### src/verilog/hpc_params.svh
`ifndef HPC_PARAMS_SVH
`define HPC_PARAMS_SVH

`define HPC_ADR_CFG        8'h00
`define HPC_ADR_BACK       8'h04
`define HPC_ADR_OFFSET     8'h08
`define HPC_ADR_PRESET     8'h0C
`define HPC_ADR_VS         8'h10
`define HPC_ADR_VR         8'h14
`define HPC_ADR_ACC        8'h18
`define HPC_ADR_OPD        8'h1C
`define HPC_ADR_STATUS     8'h20
`define HPC_ADR_POS        8'h24

`define HPC_CFG_MODE3      0
`define HPC_CFG_SLOT_SENSOR_INPUT       1
`define HPC_CFG_TIM_LO     2
`define HPC_CFG_DIR        4
`define HPC_OPD_IDX_LO     20

`define HPC_TIM_OFF        2'h0
`define HPC_TIM_EXC        2'h1
`define HPC_TIM_ZERO       2'h2

`define HPC_RST_DIR        1'h1
`define HPC_RST_BACK       15'h00C8
`define HPC_RST_VS         20'h00064
`define HPC_RST_VR         20'h003E8
`define HPC_RST_ACC        20'h07530
`define HPC_RST_OPD_SPEED  20'h003E8
`define HPC_VL_MAX         20'h001F4

`define HPC_SPD_W          20
`define HPC_POS_W          24
`define HPC_OPD_DEPTH      64

`endif

### src/verilog/hpc_pkg.sv
`include "hpc_params.svh"
package hpc_pkg;
	typedef logic [`HPC_SPD_W-1:0] hpc_spd_t;
	typedef logic [`HPC_POS_W-1:0] hpc_pos_t;

	typedef enum logic [7:0] {
		HPC_IDLE   = 8'h01,
		HPC_SEEK   = 8'h02,
		HPC_LEAVE  = 8'h04,
		HPC_RETURN = 8'h08,
		HPC_BACK   = 8'h10,
		HPC_EXT    = 8'h20,
		HPC_OFFSET = 8'h40,
		HPC_STOP   = 8'h80
	} hpc_state_e;

	typedef struct packed {
		hpc_state_e                       st;
		logic                             mode3;
		logic                             slot_sensor_input_en;
		logic [1:0]                       tim_sel;
		logic                             start_dir;
		logic [14:0]                      back_steps;
		hpc_pos_t                         offset;
		hpc_pos_t                         preset;
		hpc_spd_t                         vs;
		hpc_spd_t                         vr;
		hpc_spd_t                         acc;
		logic [`HPC_OPD_DEPTH-1:0][`HPC_SPD_W-1:0] opd;
		hpc_pos_t                         pos;
		hpc_pos_t                         cnt;
		logic                             ready;
		logic                             found;
		logic                             run;
		logic                             dir;
		hpc_spd_t                         speed;
		hpc_spd_t                         start_spd;
		hpc_spd_t                         accel;
		logic                             ack;
		logic [31:0]                      rdata;
	} hpc_state_s;
endpackage

### src/verilog/hpc_ctrl.sv
`timescale 1ns/1ps
`include "hpc_params.svh"
module hpc_ctrl (
	input  wire logic        sys_clk_i,
	input  wire logic        rst_b_i,
	input  wire logic        wb_cyc_i,
	input  wire logic        wb_stb_i,
	input  wire logic        wb_we_i,
	input  wire logic [7:0]  wb_adr_i,
	input  wire logic [31:0] wb_dat_i,
	input  wire logic [3:0]  wb_sel_i,
	output logic      [31:0] wb_dat_o,
	output logic             wb_ack_o,
	input  wire logic        seek_start_i,
	input  wire logic        preset_i,
	input  wire logic        forward_run_input_i,
	input  wire logic        reverse_run_input_i,
	input  wire logic [5:0]  opdata_sel_i,
	input  wire logic        origin_sensor_i,
	input  wire logic        limit_sensor_pos_i,
	input  wire logic        limit_sensor_neg_i,
	input  wire logic        slot_sensor_input_i,
	input  wire logic        excitation_timing_signal_i,
	input  wire logic        encoder_zero_signal_i,
	input  wire logic        alarm_i,
	input  wire logic        moving_i,
	input  wire logic        step_i,
	output logic             ready_o,
	output logic             origin_found_o,
	output logic             run_o,
	output logic             dir_o,
	output logic      [19:0] speed_o,
	output logic      [19:0] start_speed_o,
	output logic      [19:0] accel_o
);
	hpc_pkg::hpc_state_s s_reg;
	hpc_pkg::hpc_state_s s_next;

	logic              wr;
	logic              rd;
	logic [31:0]       mask;
	logic [31:0]       old_w;
	logic [31:0]       new_w;
	logic              lim_ahead;
	logic              lim_any;
	logic              tim_sig;
	logic              ext_ok;
	logic              qual;
	hpc_pkg::hpc_spd_t vl;
	hpc_pkg::hpc_pos_t off_abs;
	logic              forward_run_input;
	logic              reverse_run_input;

	assign mask = {{8{wb_sel_i[3]}}, {8{wb_sel_i[2]}},
		{8{wb_sel_i[1]}}, {8{wb_sel_i[0]}}};

	always_comb begin
		s_next = s_reg;
		wr = wb_cyc_i & wb_stb_i & wb_we_i & ~s_reg.ack;
		rd = wb_cyc_i & wb_stb_i & ~wb_we_i & ~s_reg.ack;
		forward_run_input = forward_run_input_i;
		reverse_run_input = reverse_run_input_i;
		// encoder zero stands in for excitation timing when chosen
		tim_sig = (s_reg.tim_sel == `HPC_TIM_EXC) ?
			excitation_timing_signal_i :
			(s_reg.tim_sel == `HPC_TIM_ZERO) ?
			encoder_zero_signal_i : 1'b1;
		ext_ok = (~s_reg.slot_sensor_input_en | slot_sensor_input_i) & tim_sig;
		qual = s_reg.slot_sensor_input_en | (s_reg.tim_sel == `HPC_TIM_EXC)
			| (s_reg.tim_sel == `HPC_TIM_ZERO);
		// final approach capped at 500 Hz
		vl = (s_reg.vs < `HPC_VL_MAX) ? s_reg.vs : `HPC_VL_MAX;
		off_abs = s_reg.offset[`HPC_POS_W-1] ?
			hpc_pkg::hpc_pos_t'(-s_reg.offset) : s_reg.offset;
		lim_ahead = s_reg.dir ? limit_sensor_pos_i : limit_sensor_neg_i;
		lim_any = limit_sensor_pos_i | limit_sensor_neg_i;

		// bus: registered ack one cycle after strobe, dropped the cycle after
		s_next.ack = wb_cyc_i & wb_stb_i & ~s_reg.ack;
		unique case (wb_adr_i)
			`HPC_ADR_CFG: old_w = {27'h0, s_reg.start_dir,
				s_reg.tim_sel, s_reg.slot_sensor_input_en, s_reg.mode3};
			`HPC_ADR_BACK: old_w = {17'h0, s_reg.back_steps};
			`HPC_ADR_OFFSET: old_w = {8'h0, s_reg.offset};
			`HPC_ADR_PRESET: old_w = {8'h0, s_reg.preset};
			`HPC_ADR_VS: old_w = {12'h0, s_reg.vs};
			`HPC_ADR_VR: old_w = {12'h0, s_reg.vr};
			`HPC_ADR_ACC: old_w = {12'h0, s_reg.acc};
			`HPC_ADR_STATUS: old_w = {s_reg.st, 18'h0, alarm_i,
				moving_i, s_reg.dir, s_reg.run, s_reg.found,
				s_reg.ready};
			`HPC_ADR_POS: old_w = {8'h0, s_reg.pos};
			default: old_w = 32'h0;
		endcase
		new_w = (old_w & ~mask) | (wb_dat_i & mask);
		s_next.rdata = rd ? old_w : 32'h0;
		if (wr) begin
			unique case (wb_adr_i)
				`HPC_ADR_CFG: begin
					s_next.mode3 = new_w[`HPC_CFG_MODE3];
					s_next.slot_sensor_input_en = new_w[`HPC_CFG_SLOT_SENSOR_INPUT];
					s_next.tim_sel = new_w[`HPC_CFG_TIM_LO+:2];
					s_next.start_dir = new_w[`HPC_CFG_DIR];
				end
				`HPC_ADR_BACK: s_next.back_steps = new_w[14:0];
				`HPC_ADR_OFFSET: s_next.offset = new_w[23:0];
				`HPC_ADR_PRESET: s_next.preset = new_w[23:0];
				`HPC_ADR_VS: s_next.vs = new_w[19:0];
				`HPC_ADR_VR: s_next.vr = new_w[19:0];
				`HPC_ADR_ACC: s_next.acc = new_w[19:0];
				`HPC_ADR_OPD: if (wb_sel_i == 4'hF) begin
					s_next.opd[wb_dat_i[`HPC_OPD_IDX_LO+:6]] =
						wb_dat_i[19:0];
				end
				default: s_next.rdata = s_next.rdata;
			endcase
		end

		// command position follows each step issued, except in a cycle where a preset loads it
		if (step_i) begin
			s_next.pos = s_reg.dir ? s_reg.pos + 24'h000001 :
				s_reg.pos - 24'h000001;
		end

		unique case (s_reg.st)
			hpc_pkg::HPC_IDLE: begin
				if (seek_start_i & s_reg.ready) begin
					s_next.st = hpc_pkg::HPC_SEEK;
					s_next.ready = 1'b0;
					s_next.found = 1'b0;
					s_next.run = 1'b1;
					s_next.dir = s_reg.start_dir;
					s_next.speed = s_reg.vr;
					s_next.start_spd = s_reg.vs;
					s_next.accel = s_reg.acc;
				end else if (preset_i & ~moving_i & ~alarm_i
					& ~s_reg.run) begin
					s_next.pos = s_reg.preset;
					s_next.found = 1'b1;
				end else if (forward_run_input & reverse_run_input) begin
					s_next.run = 1'b0;
				end else if (forward_run_input | reverse_run_input) begin
					// opposite direction waits for standstill
					if (~moving_i | (s_reg.dir == forward_run_input)) begin
						s_next.run = 1'b1;
						s_next.dir = forward_run_input;
						s_next.found = 1'b0;
					end
					s_next.speed = s_reg.opd[opdata_sel_i];
					s_next.start_spd = s_reg.vs;
					s_next.accel = s_reg.acc;
				end else begin
					s_next.run = 1'b0;
				end
			end
			hpc_pkg::HPC_SEEK: begin
				if (s_reg.mode3 & origin_sensor_i) begin
					s_next.st = hpc_pkg::HPC_LEAVE;
					s_next.dir = ~s_reg.dir;
					s_next.speed = vl;
				end else if (lim_ahead) begin
					s_next.dir = ~s_reg.dir;
					if (~s_reg.mode3) begin
						s_next.st = hpc_pkg::HPC_LEAVE;
						s_next.speed = vl;
					end
				end
			end
			hpc_pkg::HPC_LEAVE: begin
				if (s_reg.mode3 & ~origin_sensor_i) begin
					s_next.st = hpc_pkg::HPC_RETURN;
					s_next.dir = ~s_reg.dir;
				end else if (~s_reg.mode3 & ~lim_any) begin
					s_next.st = hpc_pkg::HPC_BACK;
					s_next.cnt = {9'h0, s_reg.back_steps};
				end
			end
			hpc_pkg::HPC_RETURN: begin
				if (origin_sensor_i & ext_ok) begin
					s_next.st = hpc_pkg::HPC_OFFSET;
					s_next.cnt = off_abs;
					// no offset: keep heading, no reversal while coasting
					s_next.dir = (off_abs == 24'h0) ? s_reg.dir :
						~s_reg.offset[`HPC_POS_W-1];
				end
			end
			hpc_pkg::HPC_BACK: begin
				if (s_reg.cnt == 24'h0) begin
					if (qual) begin
						s_next.st = hpc_pkg::HPC_EXT;
					end else begin
						s_next.st = hpc_pkg::HPC_OFFSET;
						s_next.cnt = off_abs;
						s_next.dir = (off_abs == 24'h0) ? s_reg.dir :
							~s_reg.offset[`HPC_POS_W-1];
					end
				end else if (step_i) begin
					s_next.cnt = s_reg.cnt - 24'h000001;
				end
			end
			hpc_pkg::HPC_EXT: begin
				if (ext_ok) begin
					s_next.st = hpc_pkg::HPC_OFFSET;
					s_next.cnt = off_abs;
					s_next.dir = (off_abs == 24'h0) ? s_reg.dir :
						~s_reg.offset[`HPC_POS_W-1];
				end
			end
			hpc_pkg::HPC_OFFSET: begin
				if (s_reg.cnt == 24'h0) begin
					s_next.st = hpc_pkg::HPC_STOP;
					s_next.run = 1'b0;
				end else if (step_i) begin
					s_next.cnt = s_reg.cnt - 24'h000001;
				end
			end
			hpc_pkg::HPC_STOP: begin
				s_next.run = 1'b0;
				if (~moving_i) begin
					s_next.st = hpc_pkg::HPC_IDLE;
					s_next.found = 1'b1;
				end
			end
			default: s_next.st = hpc_pkg::HPC_IDLE;
		endcase

		// ready only when fully at rest and nothing pending
		s_next.ready = (s_next.st == hpc_pkg::HPC_IDLE) & ~s_next.run
			& ~moving_i & ~alarm_i & ~forward_run_input & ~reverse_run_input
			& ~seek_start_i;
	end

	always_ff @(posedge sys_clk_i) begin
		if (!rst_b_i) begin
			s_reg <= '0;
			s_reg.st <= hpc_pkg::HPC_IDLE;
			s_reg.start_dir <= `HPC_RST_DIR;
			s_reg.back_steps <= `HPC_RST_BACK;
			s_reg.vs <= `HPC_RST_VS;
			s_reg.vr <= `HPC_RST_VR;
			s_reg.acc <= `HPC_RST_ACC;
			s_reg.opd <= {`HPC_OPD_DEPTH{`HPC_RST_OPD_SPEED}};
		end else begin
			s_reg <= s_next;
		end
	end

	assign wb_dat_o = s_reg.rdata;
	assign wb_ack_o = s_reg.ack;
	assign ready_o = s_reg.ready;
	assign origin_found_o = s_reg.found;
	assign run_o = s_reg.run;
	assign dir_o = s_reg.dir;
	assign speed_o = s_reg.speed;
	assign start_speed_o = s_reg.start_spd;
	assign accel_o = s_reg.accel;
endmodule // hpc_ctrl

### config.mk
export PLATFORM = sky130hd
export DESIGN_NAME = hpc_ctrl
export DESIGN_NICKNAME = d
export VERILOG_FILES = /design/src/verilog/hpc_pkg.sv /design/src/verilog/hpc_ctrl.sv
export VERILOG_INCLUDE_DIRS = /design/src /design/src/verilog
export SDC_FILE = /design/constraint.sdc
export NUM_CORES = 2
export LEC_CHECK = 0
export ABC_AREA = 1
export CAP_MARGIN = 40
export CORE_MARGIN = 3
export CORE_UTILIZATION = 35
export DETAILED_ROUTE_END_ITERATION = 7
export DONT_BUFFER_PORTS = 1
export SLEW_MARGIN = 10
export SYNTH_ARGS = -nofsm -noshare
export SYNTH_HDL_FRONTEND = slang
export SYNTH_SLANG_ARGS = --single-unit
### constraint.sdc
create_clock -name sys_clk_i -period 7.2 [get_ports sys_clk_i]
set_input_delay 1.08 -clock sys_clk_i [delete_from_list [all_inputs] [get_ports sys_clk_i]]
set_output_delay 1.08 -clock sys_clk_i [all_outputs]
set_load 0.005 [all_outputs]
==> load_flow_metrics.sql <==
INSERT INTO impl_metrics (metric_group, metric, value, unit) VALUES
('placement', 'dp_hpwl', '148900', 'um'),
('sta', 'timing_hold_violations_final', '0', ''),
('finish', 'nNetsFinal', '9177', ''),
('floorplan', 'num_rows', '169', ''),
('logic_synthesis', 'syn-instance-count', '9767', ''),
('sta', 'setup_viol_count_final', '0', ''),
('logic_synthesis', 'synth_top_flop_cell', 'dfxtp_1', ''),
('status', 'status', 'finished clean', ''),
('floorplan', 'die_area', '219700', 'um^2'),
('finish', 'layout-drive-gt1-share', '0.1029', ''),
('worst_setup_path', 'critical_path.endpoint_type', 'register', ''),
('grt', 'grt-ovfl-total', '0', ''),
('sta', 'rsz0062_at_grt', 'no', ''),
('power_and_ir_drop', 'totalPowerFinal', '19.20', 'mW'),
('clock_network', 'post-cts-setup-buffer-count', '0', ''),
('power_and_ir_drop', 'leakage', '32.15', 'nW'),
('clock_network', 'clock_tree_root_driver_cell', 'clkbuf_16', ''),
('floorplan', 'pin_count', '165', ''),
('power_and_ir_drop', 'pwr_cell_area', '239.5', 'nW/um^2'),
('job', 'drv.max_cap_violation_count', '0', ''),
('grt', 'grt_max_degree', '642', ''),
('logic_synthesis', 'total_of_flip_flops_plus_latches_after_synthesis', '1561', ''),
('worst_setup_path', 'cp-start-kind', 'input port', ''),
('sta', 'finalCritPeriodShare', '0.5995', ''),
('logic_synthesis', 'edff_count_synth', '0', ''),
('sta', 'timing.setup.tns', '0', 'ns'),
('placement', 'routability_congestion_estimate', '0.9528', ''),
('sta', 'skew', '0.04055', 'ns'),
('grt', 'groute.usage.overall', '0.2164', ''),
('route', 'route.vias.total', '66320', ''),
('power_and_ir_drop', 'seqPwrFrac', '0.457', ''),
('grt', 'grt_pass1_vias', '61330', ''),
('finish', 'num-fill-cells', '21820', ''),
('clock_network', 'cts_tree', 'built', ''),
('logic_synthesis', 'warnings_from_yosys', '0', ''),
('logic_synthesis', 'synth_nets', '9861', ''),
('clock_network', 'cts.repair.resized', '0', ''),
('power_and_ir_drop', 'internal-power', '14.08', 'mW'),
('finish', 'largest_register_ff_count', '1464', ''),
('logic_synthesis', 'mappedNetlistArea', '74920', 'um^2'),
('route', 'drtAntennaViolNets', '0', ''),
('route', 'drt_iter0_drc', '7095', ''),
('clock_network', 'clock_pin_slew_of_the_registers_on_the_worst_case_setup_and_hold_paths', '0.06', 'ns'),
('logic_synthesis', 'synth_cell_types', '58', ''),
('sta', 'timing_max_transition_violations_final', '0', ''),
('finish', 'area_occupied_by_multi_input_gates', '37840', 'um^2'),
('route', 'drt_pre_antenna_iters', '8', ''),
('sta', 'fmaxAchievable', '231.7', 'MHz'),
('floorplan', 'die_width', '468.7', 'um'),
('power_and_ir_drop', 'netSwitchingFraction', '0.2666', ''),
('power_and_ir_drop', 'vdd_ir_drop_max', '256.4', 'uV'),
('logic_synthesis', 'syn_area_per_cell', '7.671', 'um^2'),
('sta', 'slew_headroom', '0.1840', ''),
('floorplan', 'die_height', '468.7', 'um'),
('route', 'detail_route.vias_per_cell', '5.512', ''),
('grt', 'grt_antenna_before_repair', '8', ''),
('finish', 'area.growth.synth_to_final', '6.989', '%'),
('clock_network', 'post_cts_hold_buffer_count', '0', ''),
('logic_synthesis', 'yosysSeqAreaShare', '0.4171', ''),
('worst_setup_path', 'timing.reg2reg.worst_path_depth', '14', ''),
('floorplan', 'core_area', '212500', 'um^2'),
('sta', 'worst_pin_slew', '1.224', 'ns'),
('floorplan', 'initial_core_util', '0.3526', ''),
('worst_setup_path', 'cp.arrival', '5.09', 'ns'),
('power_and_ir_drop', 'power_frac_comb', '0.096', ''),
('worst_setup_path', 'required', '7.97', 'ns'),
('power_and_ir_drop', 'clock_power_share', '0.448', ''),
('sta', 'final.min_clock_period', '4.317', 'ns'),
('route', 'routedWlPerCell', '20.54', 'um'),
('route', 'drt_drc_violations_left', '0', ''),
('route', 'total_routed_wirelength', '247100', 'um'),
('placement', 'numPortBuffers', '0', ''),
('power_and_ir_drop', 'p_switching', '5.119', 'mW'),
('worst_setup_path', 'critical_path_class', 'in2reg', ''),
('clock_network', 'cts-buffers-inserted', '162', ''),
('clock_network', 'ctsLongestPathBuffers', '3', ''),
('clock_network', 'tritoncts_num_sinks', '1561', ''),
('min_path', 'hold_path_depth', '1', ''),
('min_path', 'min-delay-path-class', 'in2reg', ''),
('clock_network', 'htreeDepth', '4', ''),
('finish', 'final-seq-area', '31250', 'um^2'),
('grt', 'grt_first_pass_wirelength', '375000', 'um'),
('clock_network', 'clk-insertion-delay-late', '0.84', 'ns'),
('worst_setup_path', 'timing.critical_path.fanout_max', '196', ''),
('logic_synthesis', 'synth_async_sr_flop_share', '0', '');
==> per-layer routing <==
metal | share of wire | global-route usage | vias up
met4 | 0.036 | 0.07820 | 14
met2 | 0.44 | 0.3349 | 2331
met1 | 0.45 | 0.3032 | 31530
li1 | - | - | 31990
met3 | 0.073 | 0.03412 | 459
met5 | 0.00038 | 0 | -
==> cell families (layout without fill, tap and decap cells) <==
family | after synthesis | after routing | synth area share
AND/OR/NAND/NOR | 4773 | 4773 | 0.2770
AO/OA/AOI/OAI | 2184 | 2184 | 0.2196
flip-flops | 1561 | 1561 | 0.4171
buffers and inverters | 1190 | 633 | 0.07804
XOR/XNOR | 33 | 33 | 0.003858
adder cells (fa/ha/maj) | 26 | 26 | 0.004442
other | 0 | 1 | 0
==> layout make-up <==
cell class / count / share of cell area
sequential: 1561 / 0.3898
inverter: 241 / 0.01194
clock buffer: 241 / 0.05953
antenna: 1 / 0.00003122
multi-input combinational: 7016 / 0.4721
clock inverter: 50 / 0.008007
timing repair buffer: 101 / 0.01455
tap: 2821 / 0.04403
==> cells in the final DEF, fill, tap and decap left out, types with 12 or more instances in the layout <==
master,instances
o31ai_1,51
a211oi_2,384
buf_2,12
nor2_1,1309
nor2_8,64
clkbuf_1,38
dfxtp_1,1561
clkinv_2,24
nor3_1,33
nand2_2,53
clkbuf_16,163
o21ai_0,347
buf_12,13
buf_4,61
a31oi_1,22
ha_1,25
o211ai_1,397
xnor2_1,12
o22ai_1,18
inv_1,194
o21ai_1,13
inv_2,30
nand2_1,2306
a211oi_1,521
nand3_1,919
clkbuf_8,40
xor2_1,21
buf_16,13
a21oi_1,383
nand4_1,32
==> per-stage QoR <==
| stage | hold WS, ns | cell area (um^2) | instances | util | worst slack (ns) |
|---|---|---|---|---|---|
| finish | 0.3848 | 80160 | 12030 | 0.3772 | 2.883 |
| global route | 0.3910 | 80160 | 12030 | 0.3772 | 2.733 |
| CTS | 0.3805 | 80020 | 12030 | 0.3765 | 3.424 |
| detailed placement | 0.4613 | 74610 | 11740 | 0.3511 | 2.547 |
| global placement | 0.4509 | 74190 | 11710 | 0.3491 | 2.442 |
| floorplan | 0.4358 | 74920 | 9767 | - | 4.452 |
==> worst max-delay path, cell delays in order <==
cell and delay [ns]:
buf_16 0.31, inv_8 0.76, buf_4 0.62, nand2_1 0.10, nand3_1 0.09, nand3_1 0.12, nand2_1 0.12, nand2_1 0.05
nand3_1 0.18, o21ai_0 0.12, o21ai_0 0.65, nand2_1 0.10, o21ai_0 0.29, nand2_1 0.15, a21oi_2 0.14
==> Yosys cell counts (all sizes together) (3+ instances only) <==
cell type / number / share of area
nand2: 2367 / 0.12
a22o: 11 / 0.0013
inv: 237 / 0.012
a211oi: 905 / 0.12
xnor2: 12 / 0.0014
a21oi: 393 / 0.027
ha: 25 / 0.0042
nand3: 928 / 0.063
clkinv: 4 / 0.00020
a21boi: 6 / 0.00060
nor2: 1382 / 0.083
xor2: 21 / 0.0025
a31oi: 23 / 0.0019
o31ai: 51 / 0.0051
buf: 438 / 0.040
o221ai: 3 / 0.00035
nor4: 14 / 0.0017
o22ai: 18 / 0.0015
o211ai: 397 / 0.040
clkbuf: 511 / 0.026
nor3: 33 / 0.0022
o21ai: 360 / 0.024
o2111ai: 3 / 0.00035
dfxtp: 1561 / 0.42
o21bai: 7 / 0.00070
nand4: 32 / 0.0027
or2: 8 / 0.00067
nand3b: 4 / 0.00040
==> path summary, 6_finish.rpt <==
check	from	slack (ns)	to
setup / recovery	opdata_sel_i[0]	2.88	speed_o[9]
hold / removal	rst_b_i	0.38	s_reg[788]
setup reg to reg	dir_o	3.71	s_reg[137]
hold reg to reg	s_reg[120]	0.47	s_reg[120]
==> power groups by stage <==
| stage | Clock (mW) | Sequential [mW] | Combinational [mW] |
|---|---|---|---|
| 2_1_floorplan | 0 | 8.92 | 1.36 |
| 3_3_place_gp | 0 | 8.96 | 1.70 |
| 3_5_place_dp | 0 | 8.96 | 1.73 |
| 4_1_cts | 8.74 | 8.77 | 1.74 |
| 5_1_grt | 9.07 | 8.77 | 2.00 |
| 6_report | 8.59 | 8.77 | 1.84 |
Note: power is estimated with default switching activity, not from simulation.
